### config.mk
export PLATFORM = sky130hd
export DESIGN_NAME = conflict_monitor
export DESIGN_NICKNAME = d
export VERILOG_FILES = /design/src/design/cmon_pkg.sv /design/src/design/input_qualifier.sv /design/src/design/conflict_monitor.sv
export SDC_FILE = /design/constraint.sdc
export NUM_CORES = 2
export LEC_CHECK = 0
export ABC_AREA = 1
export BUFFER_PORTS_ARGS = -buffer_cell sky130_fd_sc_hd__buf_4
export CAP_MARGIN = 20
export CORE_MARGIN = 2
export CORE_UTILIZATION = 60
export DETAILED_ROUTE_END_ITERATION = 16
export PLACE_DENSITY = 0.79
export SYNTH_ARGS = -nofsm -noshare
export SYNTH_HDL_FRONTEND = slang
export SYNTH_SLANG_ARGS = --single-unit
### constraint.sdc
create_clock -name clk -period 2.3 [get_ports clk]
set_input_delay 0.115 -clock clk [delete_from_list [all_inputs] [get_ports clk]]
set_output_delay 0.115 -clock clk [all_outputs]
set_load 0.02 [all_outputs]
### src/design/cmon_pkg.sv
// shared constants and carrier types for the conflict monitor fault logic
package cmon_pkg;
  localparam int CHANNELS = 18;
  localparam int MS_W = 11;
  localparam int CNT_W = 15;
  localparam int ADDR_W = 4;
  localparam int DATA_W = 16;
  // timebase: one tick per millisecond at a 40 ns clock
  localparam int CLK_PERIOD_NS = 40;
  localparam int TICK_MS = 1;
  localparam int MS_TICK_CYCLES = TICK_MS * 1000000 / CLK_PERIOD_NS;
  // qualification and fault times in milliseconds
  localparam logic [MS_W-1:0] FIELD_ON_MS = 11'h1F4;      // 500 ms
  localparam logic [MS_W-1:0] INHIBIT_ON_MS = 11'h226;    // 550 ms
  localparam logic [MS_W-1:0] RED_FAIL_ENH_MS = 11'h546;  // 1350 ms
  localparam logic [MS_W-1:0] RED_FAIL_STD_MS = 11'h352;  // 850 ms
  localparam logic [MS_W-1:0] WD_FAST_MS = 11'h3E8;       // 1.0 s
  localparam logic [MS_W-1:0] WD_SLOW_MS = 11'h5DC;       // 1.5 s
  localparam logic [MS_W-1:0] BROWNOUT_HIGH_MS = 11'h190; // 400 ms
  localparam logic [MS_W-1:0] BROWNOUT_LOW_MS = 11'h050;  // 80 ms
  // register offsets
  localparam logic [ADDR_W-1:0] REG_STATUS = 4'h0;
  localparam logic [ADDR_W-1:0] REG_MASK = 4'h4;
  localparam logic [ADDR_W-1:0] REG_STATE = 4'h8;

  typedef struct packed {
    logic high;
    logic low;
  } sense_type;

  typedef struct packed {
    logic [CHANNELS-1:0] red_high;
    logic [CHANNELS-1:0] red_low;
    logic [CHANNELS-1:0] yellow_high;
    logic [CHANNELS-1:0] yellow_low;
    logic [CHANNELS-1:0] green_high;
    logic [CHANNELS-1:0] green_low;
  } field_sense_type;

  typedef struct packed {
    logic dropout_high_set;
    logic restore_high_set;
    logic dropout_low_set;
    logic restore_low_set;
  } ac_sense_type;

  typedef struct packed {
    logic red_fail_enhanced;
    logic watchdog_fast;
    logic brownout_high;
    logic watchdog_latch;
    logic relay_invert;
    logic [CHANNELS-1:0] red_fail_enable;
    logic [CHANNELS-1:0][CHANNELS-1:0] permissive;
  } config_type;

  typedef struct packed {
    logic [CHANNELS-1:0] red;
    logic [CHANNELS-1:0] yellow;
    logic [CHANNELS-1:0] green;
  } lamps_type;

  typedef struct packed {
    logic ac_power;
    logic dc_supply_fail_indicator;
    logic watchdog_error_indicator;
    logic conflict;
    logic red_fail;
    logic dual_indication;
    logic clearance;
    logic program_card_absent_indicator;
    logic diagnostic_fail;
  } status_ind_type;

  typedef struct packed {
    logic diag;
    logic dc;
    logic dual;
    logic conflict;
    logic watchdog;
    logic red;
    logic cable;
    logic card;
  } fault_type;

  typedef struct packed {
    logic brownout;
    fault_type fault;
  } event_type;

  typedef struct packed {
    logic [ADDR_W-1:0] addr;
    logic [DATA_W-1:0] wdata;
    logic wr;
    logic rd;
  } reg_req_type;

  typedef struct packed {
    logic [MS_W-1:0] count;
    logic on;
  } qual_state_type;

  typedef struct packed {
    logic [CNT_W-1:0] cycle_cnt;
    logic ms_tick;
    logic [CHANNELS-1:0][MS_W-1:0] red_timer;
    logic [MS_W-1:0] wd_timer;
    logic wd_last;
    logic [MS_W-1:0] bo_timer;
    logic brownout;
    fault_type fault;
    logic flash;
    lamps_type capture;
    logic [CHANNELS-1:0] failed;
    event_type status;
    event_type mask;
    logic [DATA_W-1:0] rdata;
  } monitor_state_type;

  localparam qual_state_type QUAL_RESET = '0;
  localparam monitor_state_type MONITOR_RESET = '0;
endpackage : cmon_pkg

### src/design/input_qualifier.sv
// duration qualifier for one comparator-sensed input
`timescale 1ns/100ps
module input_qualifier #(
  parameter logic [cmon_pkg::MS_W-1:0] ON_MS = cmon_pkg::FIELD_ON_MS
) (
  input wire logic clk,
  input wire logic rst_b,
  input wire logic ms_tick,
  input wire logic above_high,
  input wire logic below_low,
  output logic on
);
  cmon_pkg::qual_state_type st, next_st;

  always_comb begin
    next_st = st;
    if (below_low) begin
      next_st = cmon_pkg::QUAL_RESET;
    end else if (above_high) begin
      if (st.count == ON_MS) begin
        next_st.on = 1'b1;
      end else if (ms_tick) begin
        next_st.count = st.count + 11'h001;
      end
    end
  end

  always_ff @(posedge clk or negedge rst_b) begin
    if (!rst_b) begin
      st <= cmon_pkg::QUAL_RESET;
    end else begin
      st <= next_st;
    end
  end

  assign on = st.on;
endmodule : input_qualifier

### src/design/conflict_monitor.sv
// fault supervision logic of an 18-channel conflict monitor
//
// The register addresses and the address-and-strobe port were decided locally.
`timescale 1ns/100ps
module conflict_monitor #(
  parameter int TICK_CYCLES = cmon_pkg::MS_TICK_CYCLES
) (
  input wire logic clk,
  input wire logic rst_b,
  input wire cmon_pkg::reg_req_type reg_req,
  output logic [cmon_pkg::DATA_W-1:0] rdata,
  output logic irq,
  input wire cmon_pkg::field_sense_type field,
  input wire cmon_pkg::sense_type red_enable,
  input wire cmon_pkg::sense_type relay_common_input,
  input wire cmon_pkg::sense_type inhibit1,
  input wire cmon_pkg::sense_type inhibit2,
  input wire cmon_pkg::ac_sense_type ac_line,
  input wire cmon_pkg::config_type cfg,
  input wire logic card_present,
  input wire logic red_interface_cable,
  input wire logic watchdog_in,
  input wire logic power_interrupt,
  input wire logic dc_fail_in,
  input wire logic diag_fail_in,
  input wire logic front_reset,
  input wire logic remote_reset,
  output cmon_pkg::status_ind_type indicators,
  output cmon_pkg::lamps_type channel_lamps,
  output logic [cmon_pkg::CHANNELS-1:0] failed_channel,
  output logic flash_command
);
  cmon_pkg::monitor_state_type st, next_st;
  cmon_pkg::lamps_type live;
  cmon_pkg::sense_type relay_sense;
  logic [cmon_pkg::CHANNELS-1:0] active, dark, dual, conflict_mark;
  logic red_en_on, relay_on, inh1_on, inh2_on;
  logic red_check, reset_cmd, disturb, lowline, restored;
  logic [cmon_pkg::MS_W-1:0] red_limit, wd_limit, bo_limit;

  // per-channel qualification of every field input
  genvar g;
  generate
    for (g = 0; g < cmon_pkg::CHANNELS; g++) begin : g_chan
      input_qualifier #(.ON_MS(cmon_pkg::FIELD_ON_MS)) u_red (
        .clk(clk), .rst_b(rst_b), .ms_tick(st.ms_tick),
        .above_high(field.red_high[g]), .below_low(field.red_low[g]),
        .on(live.red[g]));
      input_qualifier #(.ON_MS(cmon_pkg::FIELD_ON_MS)) u_yellow (
        .clk(clk), .rst_b(rst_b), .ms_tick(st.ms_tick),
        .above_high(field.yellow_high[g]), .below_low(field.yellow_low[g]),
        .on(live.yellow[g]));
      input_qualifier #(.ON_MS(cmon_pkg::FIELD_ON_MS)) u_green (
        .clk(clk), .rst_b(rst_b), .ms_tick(st.ms_tick),
        .above_high(field.green_high[g]), .below_low(field.green_low[g]),
        .on(live.green[g]));
    end
  endgenerate

  input_qualifier #(.ON_MS(cmon_pkg::FIELD_ON_MS)) u_red_enable (
    .clk(clk), .rst_b(rst_b), .ms_tick(st.ms_tick),
    .above_high(red_enable.high), .below_low(red_enable.low), .on(red_en_on));

  // jumper swaps which comparator means active
  assign relay_sense.high = cfg.relay_invert ? relay_common_input.low
                                             : relay_common_input.high;
  assign relay_sense.low = cfg.relay_invert ? relay_common_input.high
                                            : relay_common_input.low;

  input_qualifier #(.ON_MS(cmon_pkg::FIELD_ON_MS)) u_relay (
    .clk(clk), .rst_b(rst_b), .ms_tick(st.ms_tick),
    .above_high(relay_sense.high), .below_low(relay_sense.low), .on(relay_on));

  input_qualifier #(.ON_MS(cmon_pkg::INHIBIT_ON_MS)) u_inhibit1 (
    .clk(clk), .rst_b(rst_b), .ms_tick(st.ms_tick),
    .above_high(inhibit1.high), .below_low(inhibit1.low), .on(inh1_on));

  input_qualifier #(.ON_MS(cmon_pkg::INHIBIT_ON_MS)) u_inhibit2 (
    .clk(clk), .rst_b(rst_b), .ms_tick(st.ms_tick),
    .above_high(inhibit2.high), .below_low(inhibit2.low), .on(inh2_on));

  assign red_limit = cfg.red_fail_enhanced ? cmon_pkg::RED_FAIL_ENH_MS
                                           : cmon_pkg::RED_FAIL_STD_MS;
  assign wd_limit = cfg.watchdog_fast ? cmon_pkg::WD_FAST_MS
                                      : cmon_pkg::WD_SLOW_MS;
  assign bo_limit = cfg.brownout_high ? cmon_pkg::BROWNOUT_HIGH_MS
                                      : cmon_pkg::BROWNOUT_LOW_MS;
  assign lowline = cfg.brownout_high ? ac_line.dropout_high_set
                                     : ac_line.dropout_low_set;
  assign restored = cfg.brownout_high ? ac_line.restore_high_set
                                      : ac_line.restore_low_set;

  assign red_check = red_en_on && !inh1_on && !inh2_on && !relay_on;
  assign reset_cmd = front_reset || remote_reset;
  assign disturb = power_interrupt || st.brownout;

  assign active = live.green | live.yellow;
  assign dark = ~(live.red | live.yellow | live.green);
  assign dual = (live.red & live.yellow) | (live.red & live.green)
              | (live.yellow & live.green);

  always_comb begin
    conflict_mark = '0;
    for (int i = 0; i < cmon_pkg::CHANNELS; i++) begin
      for (int j = 0; j < cmon_pkg::CHANNELS; j++) begin
        if (i != j && active[i] && active[j] && !cfg.permissive[i][j]) begin
          conflict_mark[i] = 1'b1;
        end
      end
    end
  end

  always_comb begin
    logic [cmon_pkg::CHANNELS-1:0] red_set;
    logic [cmon_pkg::CHANNELS-1:0] dual_set;
    logic wd_set;
    cmon_pkg::fault_type sets;
    cmon_pkg::event_type events;
    red_set = '0;
    dual_set = '0;
    wd_set = 1'b0;
    sets = '0;
    events = '0;
    next_st = st;

    // millisecond timebase
    next_st.ms_tick = 1'b0;
    if (st.cycle_cnt == cmon_pkg::CNT_W'(TICK_CYCLES - 1)) begin
      next_st.cycle_cnt = '0;
      next_st.ms_tick = 1'b1;
    end else begin
      next_st.cycle_cnt = st.cycle_cnt + 15'h0001;
    end

    // a dark channel times out into a red fail
    for (int i = 0; i < cmon_pkg::CHANNELS; i++) begin
      if (red_check && cfg.red_fail_enable[i] && dark[i]) begin
        if (st.red_timer[i] == red_limit) begin
          red_set[i] = 1'b1;
        end else if (st.ms_tick) begin
          next_st.red_timer[i] = st.red_timer[i] + 11'h001;
        end
      end else begin
        next_st.red_timer[i] = '0;
      end
    end

    // watchdog: any transition restarts the window
    next_st.wd_last = watchdog_in;
    if (watchdog_in != st.wd_last || disturb) begin
      next_st.wd_timer = '0;
    end else if (st.wd_timer == wd_limit) begin
      wd_set = 1'b1;
    end else if (st.ms_tick) begin
      next_st.wd_timer = st.wd_timer + 11'h001;
    end

    // low line qualified by time, released at the restore level
    if (st.brownout) begin
      if (restored) begin
        next_st.brownout = 1'b0;
        next_st.bo_timer = '0;
      end
    end else if (!lowline) begin
      next_st.bo_timer = '0;
    end else if (st.bo_timer == bo_limit) begin
      next_st.brownout = 1'b1;
    end else if (st.ms_tick) begin
      next_st.bo_timer = st.bo_timer + 11'h001;
    end

    dual_set = dual & {cmon_pkg::CHANNELS{red_en_on && !relay_on}};
    sets.card = !card_present;
    sets.cable = !red_interface_cable;
    sets.red = |red_set;
    sets.watchdog = wd_set;
    sets.conflict = |conflict_mark;
    sets.dual = |dual_set;
    sets.dc = dc_fail_in;
    sets.diag = diag_fail_in;

    // faults hold until reset, watchdog fault with latch off also until a disturb; a cause still present sets again
    if (reset_cmd) begin
      next_st.fault = '0;
    end
    if (!cfg.watchdog_latch && disturb) begin
      next_st.fault.watchdog = 1'b0;
    end
    next_st.fault = next_st.fault | sets;
    next_st.flash = (|next_st.fault) || next_st.brownout;

    // freeze channel status and failing channels once in fault mode
    if (!(|st.fault)) begin
      next_st.capture = live;
      next_st.failed = sets.conflict ? active : (red_set | dual_set);
    end

    // sticky events, set wins over a write-one clear
    events.brownout = next_st.brownout && !st.brownout;
    events.fault = next_st.fault & ~st.fault;
    if (reg_req.wr && reg_req.addr == cmon_pkg::REG_STATUS) begin
      next_st.status = st.status & ~reg_req.wdata[$bits(cmon_pkg::event_type)-1:0];
    end
    next_st.status = next_st.status | events;
    if (reg_req.wr && reg_req.addr == cmon_pkg::REG_MASK) begin
      next_st.mask = reg_req.wdata[$bits(cmon_pkg::event_type)-1:0];
    end

    // read data valid only in the cycle after the strobe
    next_st.rdata = '0;
    if (reg_req.rd) begin
      unique case (reg_req.addr)
        cmon_pkg::REG_STATUS: next_st.rdata = cmon_pkg::DATA_W'(st.status);
        cmon_pkg::REG_MASK: next_st.rdata = cmon_pkg::DATA_W'(st.mask);
        cmon_pkg::REG_STATE: next_st.rdata = cmon_pkg::DATA_W'({st.flash, st.brownout, st.fault});
        default: next_st.rdata = '0;
      endcase
    end
  end

  always_ff @(posedge clk or negedge rst_b) begin
    if (!rst_b) begin
      st <= cmon_pkg::MONITOR_RESET;
    end else begin
      st <= next_st;
    end
  end

  assign rdata = st.rdata;
  assign irq = |(st.status & st.mask);
  assign flash_command = st.flash;
  assign channel_lamps = st.capture;
  assign failed_channel = st.failed;
  assign indicators.ac_power = !st.brownout;
  assign indicators.dc_supply_fail_indicator = st.fault.dc;
  assign indicators.watchdog_error_indicator = st.fault.watchdog;
  assign indicators.conflict = st.fault.conflict;
  assign indicators.red_fail = st.fault.red;
  assign indicators.dual_indication = st.fault.dual;
  // yellow clearance timing is not part of this block
  assign indicators.clearance = 1'b0;
  assign indicators.program_card_absent_indicator = st.fault.card;
  assign indicators.diagnostic_fail = st.fault.diag || st.fault.cable;
endmodule : conflict_monitor

Yosys cells after proc, flatten, opt, wreduce, memory -nomap -nowiden --
Cells that the tools add are included.
Storage, ports and cells: register bits 1049, input port bits 499
Cells by class: reduce and logical (&&, ||, !) cells 1139, equality and inequality tests 180, bitwise operators 18, add/subtract/negate cells 79, multiplexer cells 713
Operator list (count):
- 11-bit two-way mux | 178
- 12-bit two-way mux | 118
- 11-bit by 1-bit adder with 11-bit output, second input constant | 78
- 11-bit by 9-bit == test with 1-bit output, second input constant | 56
- 1-bit logical AND | 503
- 1-bit two-way mux | 410
- 2-bit nonzero test | 175
- 1-bit logical NOT | 313
- 11-bit == test | 19
- 2-bit inequality test, second input constant | 94
- 3-bit AND reduction | 59
- 2-bit AND reduction | 77
- 18-bit bitwise OR | 6
- 18-bit AND | 4
- 18-bit OR reduction | 3
- 10-bit one-hot mux with 3 select lines | 1
- 11-bit by 10-bit == test with 1-bit output, second input constant | 2
- 9-bit AND | 2
- 18-bit two-way mux | 1
- 9-bit two-way mux | 2
- 18-bit inverter | 1
- 8-bit OR reduction | 2
- 15-bit by 1-bit adder with 15-bit output, second input constant | 1
- 15-bit == test, second input constant | 1
- 17 further kinds | 23

Logic depth before layout (Yosys ltp) --
depth after elaboration 24, depth in mapped cells 16, mapped depth without buffers 15

Cells and area by module --
From an unflattened synthesis, not the netlist that was laid out.
Second synthesis, totals: cells, all modules 9141, area, all modules 67666.1 µm²
Modules (own cells, without submodules):
- input_qualifier (g_chan[0].u_green ...) | cells an instance 101, area an instance 758.2 µm², times used 54, seq. area each 300.3 µm²
- conflict_monitor | cells an instance 3221, area an instance 23470.0 µm², times used 1, seq. area each 8683.3 µm²
- input_qualifier (u_inhibit1 ...) | cells an instance 130, area an instance 867.1 µm², times used 2, seq. area each 300.3 µm²
- input_qualifier (g_chan[8].u_yellow) | cells an instance 105, area an instance 772.0 µm², times used 1, seq. area each 300.3 µm²
- input_qualifier (u_relay) | cells an instance 101, area an instance 745.7 µm², times used 1, seq. area each 300.3 µm²

Worst setup path after synthesis --
Ideal clock, no wire load.
kind register -> register, from register g_chan[7].u_green.st, in the netlist g_chan[7].u_green.on, to register st, in the netlist failed_channel[10], data arrival time 1794 ps, library setup time 117 ps, path slack 389 ps, stages on the path, launching flop included 17, cell sequence dfrtp_1 -> inv_2 -> nand2_4 -> buf_4 -> nand3b_1 -> nand2_1 -> nor2_1 -> nand2_1 -> nor2_1 -> nand2_1 -> nor2_1 -> nand2_1 -> nor2_4 -> buf_6 -> nand3_1 -> nand3_1 -> nand2_1
On the way: cells in the longest elaborated chain, start to end 22
RTL lines:
- start: declaration | line input_qualifier.sv:13 | cmon_pkg::qual_state_type st, next_st;
- start signal: assignment | line input_qualifier.sv:30 | st <= cmon_pkg::QUAL_RESET;
- start signal: assignment | line input_qualifier.sv:32 | st <= next_st;
- 18-bit bitwise OR (*) | line conflict_monitor.sv:97 | assign active = live.green | live.yellow;
- 1-bit logical AND (2 in a row) | line conflict_monitor.sv:106 | if (i != j && active[i] && active[j] && !cfg.permissive[i][j]) begin
- 1-bit two-way mux (17 in a row) | line conflict_monitor.sv:106
- 18-bit OR reduction (*) | line conflict_monitor.sv:177 | sets.conflict = |conflict_mark;
- 18-bit two-way mux (*) | line conflict_monitor.sv:195 | next_st.failed = sets.conflict ? active : (red_set | dual_set);
- end signal: assignment | line conflict_monitor.sv:223 | st <= cmon_pkg::MONITOR_RESET;
- end signal: assignment | line conflict_monitor.sv:225 | st <= next_st;
- end: declaration | line conflict_monitor.sv:33 | cmon_pkg::monitor_state_type st, next_st;
Every way passes the cells marked *; elsewhere a longest branch is shown, timed or not. A chain may end at the register's enable or synchronous reset.

Final worst setup path --
from register g_chan[10].u_green.st, in the netlist g_chan[10].u_green.on, to register st, in the netlist failed_channel[13]
On the way: cells in the longest elaborated chain, start to end 22
RTL lines (line):
- start: declaration | input_qualifier.sv:13
- start signal: assignment | input_qualifier.sv:30
- start signal: assignment | input_qualifier.sv:32
- 18-bit bitwise OR (*) | conflict_monitor.sv:97
- 1-bit logical AND (2 in a row) | conflict_monitor.sv:106
- 1-bit two-way mux (17 in a row) | conflict_monitor.sv:106
- 18-bit OR reduction (*) | conflict_monitor.sv:177
- 18-bit two-way mux (*) | conflict_monitor.sv:195
Marks and branches as above.

==> impl_metrics.py <==
metrics = {
    "power": {
        "power_density_nw_per_um2": 575.0,
        "total_power_w": 0.04201,
        "p_leak_nw": 33.19,
        "irDropWorstVdd_mv": 0.6732,
    },
    "routing": {
        "antenna_left": 0,
        "wl_um": 202600,
        "dr_total_vias": 57993,
        "first_pass_iters": 8,
        "post_drt_wl_per_cell_um": 20.43,
        "top_layer": "met5",
        "met2WireLength_um": 89120,
        "initialDrtViolationCount": 6262,
        "drc": 0,
        "met1_length_um": 77750,
        "wl_met3_um": 23150,
        "via_per_inst": 5.849,
    },
    "run_status": {
        "outcome": "finished, violations left",
        "violations": "negative setup slack",
    },
    "die": {
        "die_h_um": 316.6,
        "core_region_area_um2": 96710,
        "placement_rows": 114,
        "ios": 598,
        "start_util_pct": 60.62,
        "die_x_um": 316.6,
        "dieArea_um2": 100200,
    },
    "clock_tree": {
        "clk_latency_ns": 0.73,
        "root_buffer": "clkbuf_16",
        "path_clk_slew_ns": 0.07,
        "htree_num_levels": 3,
        "cts_tree": "built",
        "clock_path_buffers": 3,
        "cts_sinks": 1043,
        "cts_buffers": 114,
    },
    "synth": {
        "synth_ff_type": "dfrtp_1",
        "syn_area_um2": 58620,
        "synth.distinct_cells": 59,
        "yosysSeqAreaShare_pct": 44.52,
        "synth_edf_count": 0,
        "synth-seq-cells": 1043,
        "yosysWarnings": 0,
        "netlist_instances": 7468,
        "async_reset_ff_share_pct": 100.0,
        "syn_avg_cell_area_um2": 7.850,
    },
    "sta": {
        "setup_slack_ns": -0.1517,
        "hold_viol": 0,
        "holdWs_ns": 0.02727,
        "grt_setup_unrepaired": "yes",
        "skew_ns": 0.03004,
        "period_share_pct": 106.6,
        "fmax_ghz": 0.4079,
        "finalSetupViolCount": 21,
        "max_slew_margin_pct": 47.37,
        "min_period_ns": 2.452,
        "worstMarginPinSlew_ns": 0.7894,
        "slew_viol_final": 0,
    },
    "layout": {
        "final_cells": 9915,
        "drive_gt1_share_pct": 15.95,
        "area_growth_pct": 24.64,
        "final_area_um2": 73070,
        "layout.nets": 9168,
        "nFillCells": 7233,
    },
    "grt": {
        "grt_pass1_vias": 55195,
        "overflow": 0,
        "grt_max_degree": 112,
        "grt_usage_pct": 39.54,
        "antenna_found_initial": 48,
        "grt_pass1_wl_um": 306100,
    },
    "critical_path": {
        "worstReg2RegEnd": "failed_channel[13]",
        "cp.required_ns": 2.94,
        "critical_path_class": "reg -> reg",
        "crit_path_end_kind": "flip-flop",
        "reg2reg_depth": 17,
        "crit_arrival_ns": 3.09,
        "regToRegStartpoint": "g_chan[10].u_green.on",
        "r2r_slack_ns": -0.15,
        "crit_end": "failed_channel[13]",
        "worst_setup_path_start_kind": "flip-flop",
        "critPathLaunch": "g_chan[10].u_green.on",
        "crit_fanout": 8,
    },
    "placement": {
        "dp_hpwl_um": 150300,
        "portBuffers": 565,
        "dp.cells": 9415,
        "dpl_cell_area_um2": 65830,
        "gp_congestion": 1.012,
    },
    "job": {
        "maxCapViolCount": 0,
    },
    "min_path": {
        "hp-class": "in -> async",
    },
}
==> power breakdown <==
group / leakage [nW] / internal [W] / switching (W)
clock network: 1.93 / 0.0113 / 0.00797
logic: 16.9 / 0.00148 / 0.00216
registers: 14.4 / 0.0188 / 0.000321
total: 33.2 / 0.0316 / 0.0104
==> state kept, by name, indices dropped and copies added, names as in the netlist, 6 cells and up <==
register / cells
u_inhibit1.st: 11
g_chan.u_red.st: 198
rdata: 10
indicators: 6
u_relay.st: 11
g_chan.u_yellow.st: 198
failed_channel: 18
g_chan.u_green.st: 198
g_chan.u_yellow.on: 18
u_red_enable.st: 11
st: 258
g_chan.u_green.on: 18
u_inhibit2.st: 11
g_chan.u_red.on: 18
channel_lamps: 54
==> cell families after synthesis <==
logic type	share of synthesized area, %
and+or+nand+nor	28.81
xor gates and xnor gates	0.6125
DFF	44.52
adders and majority gates	3.351
buffers and inverters	9.613
AOI/OAI and AO/OA	13.09
other	0.006397
==> worst min path at each step <==
stage | start | endpoint
after floorplan | rst_b | channel_lamps[0]
after global placement | rst_b | g_chan[12].u_red.st[4]
after detailed placement | rst_b | g_chan[12].u_red.st[5]
after CTS | rst_b | u_red_enable.st[1]
after global routing | rst_b | u_red_enable.st[2]
final | rst_b | u_red_enable.st[2]
==> area by class of cell <==
type / count / area [µm²] / area share (%)
inverter: 1051 / 3976 / 5.442
tap: 1276 / 1597 / 2.185
sequential: 1043 / 26110 / 35.73
clock buffer: 160 / 3278 / 4.487
multi-input combinational: 5146 / 27490 / 37.62
clock inverter: 50 / 671.9 / 0.9196
timing repair buffer: 1156 / 9868 / 13.51
antenna: 33 / 82.58 / 0.1130
==> layer usage <==
metal	track usage, %	vias to the layer above
met3	11.49	631
li1	-	27028
met5	0	-
met4	21.01	34
met2	60.99	2820
met1	50.53	27480
==> metrics by stage <==
step                      setup WS (ns)  utilization, %  setup TNS, ns
after floorplan                  0.3885               -              0
after detailed placement        -0.2973           68.07         -5.483
after global routing            -0.3124           75.53         -5.380
after CTS                       -0.1008           74.86         -1.255
final                           -0.1517           75.55         -2.155
after global placement          -0.2524           68.07         -4.764
==> synthesized netlist by cell type (9+ instances only) <==
master / count / share of area, %
dfrtp_1: 1043 / 45
buf_1: 15 / 0.096
nand3_1: 520 / 4.4
o31ai_1: 47 / 0.60
nor3_1: 457 / 3.9
o21ai_0: 513 / 4.4
nand3b_1: 264 / 3.4
ha_1: 157 / 3.4
and3_1: 11 / 0.12
o211ai_1: 11 / 0.14
buf_2: 40 / 0.34
nor3_2: 9 / 0.15
a211oi_1: 61 / 0.78
nor4_1: 51 / 0.54
nor2_1: 682 / 4.4
inv_1: 997 / 6.4
nand2_2: 13 / 0.14
clkbuf_1: 33 / 0.21
nor3b_1: 83 / 1.1
nand4_1: 153 / 1.6
nand2_4: 25 / 0.48
a21oi_1: 583 / 5.0
o21a_1: 86 / 1.1
xor2_1: 36 / 0.54
nand2b_1: 34 / 0.36
nand2_1: 1218 / 7.8
buf_6: 43 / 0.83
o21bai_1: 26 / 0.33
nor2_2: 9 / 0.096
inv_2: 47 / 0.30
a31oi_1: 12 / 0.13
o21ai_1: 23 / 0.20
buf_4: 103 / 1.3
==> what timing repair did <==
| item | CTS | global route |
|---|---|---|
| gates cloned | 4 | 3 |
| pin swaps | 17 | 31 |
| setup buffers | 19 | 24 |
| hold buffers | 208 | 0 |
| endpoints found under the hold margin | 1835 | 0 |
| resized for setup | 67 | 104 |
| setup endpoints to repair | 37 | 106 |
==> critical path, cell delays in order, from the launching register on <==
cell and delay, ns:
dfrtp_1 0.37, inv_2 0.07, nand2_4 0.07, buf_12 0.14, nand3b_1 0.21, nand2_1 0.10, nor2_2 0.13, nand2_1 0.07
nor2_2 0.15, buf_6 0.13, nand2_2 0.06, nor2_4 0.17, nand3_4 0.12, buf_12 0.17, buf_6 0.12, o21bai_1 0.11
nand3_1 0.10, nand2_1 0.07
==> cells in the final DEF, fill, tap and decap left out, drive strengths merged, types with 8 or more instances in the layout <==
cell type    netlist  routed
a211oi            61      61
a21boi             8       8
a21oi            583     583
a31oi             12      12
and3              11      11
buf              202     948
bufinv             0      12
clkbuf            35     161
clkinv             5      32
dfrtp           1043    1043
diode              0      33
dlygate4sd3        0     207
ha               157     157
inv             1046    1050
nand2           1256    1259
nand2b            34      34
nand3            527     527
nand3b           265     265
nand4            155     155
nor2             693     693
nor3             467     467
nor3b             83      83
nor4              52      52
o211ai            11      11
o21a              86      86
o21ai            540     540
o21bai            27      27
o22ai              8       8
o31ai             47      47
xor2              36      36
(Power assumes the default switching activity.)
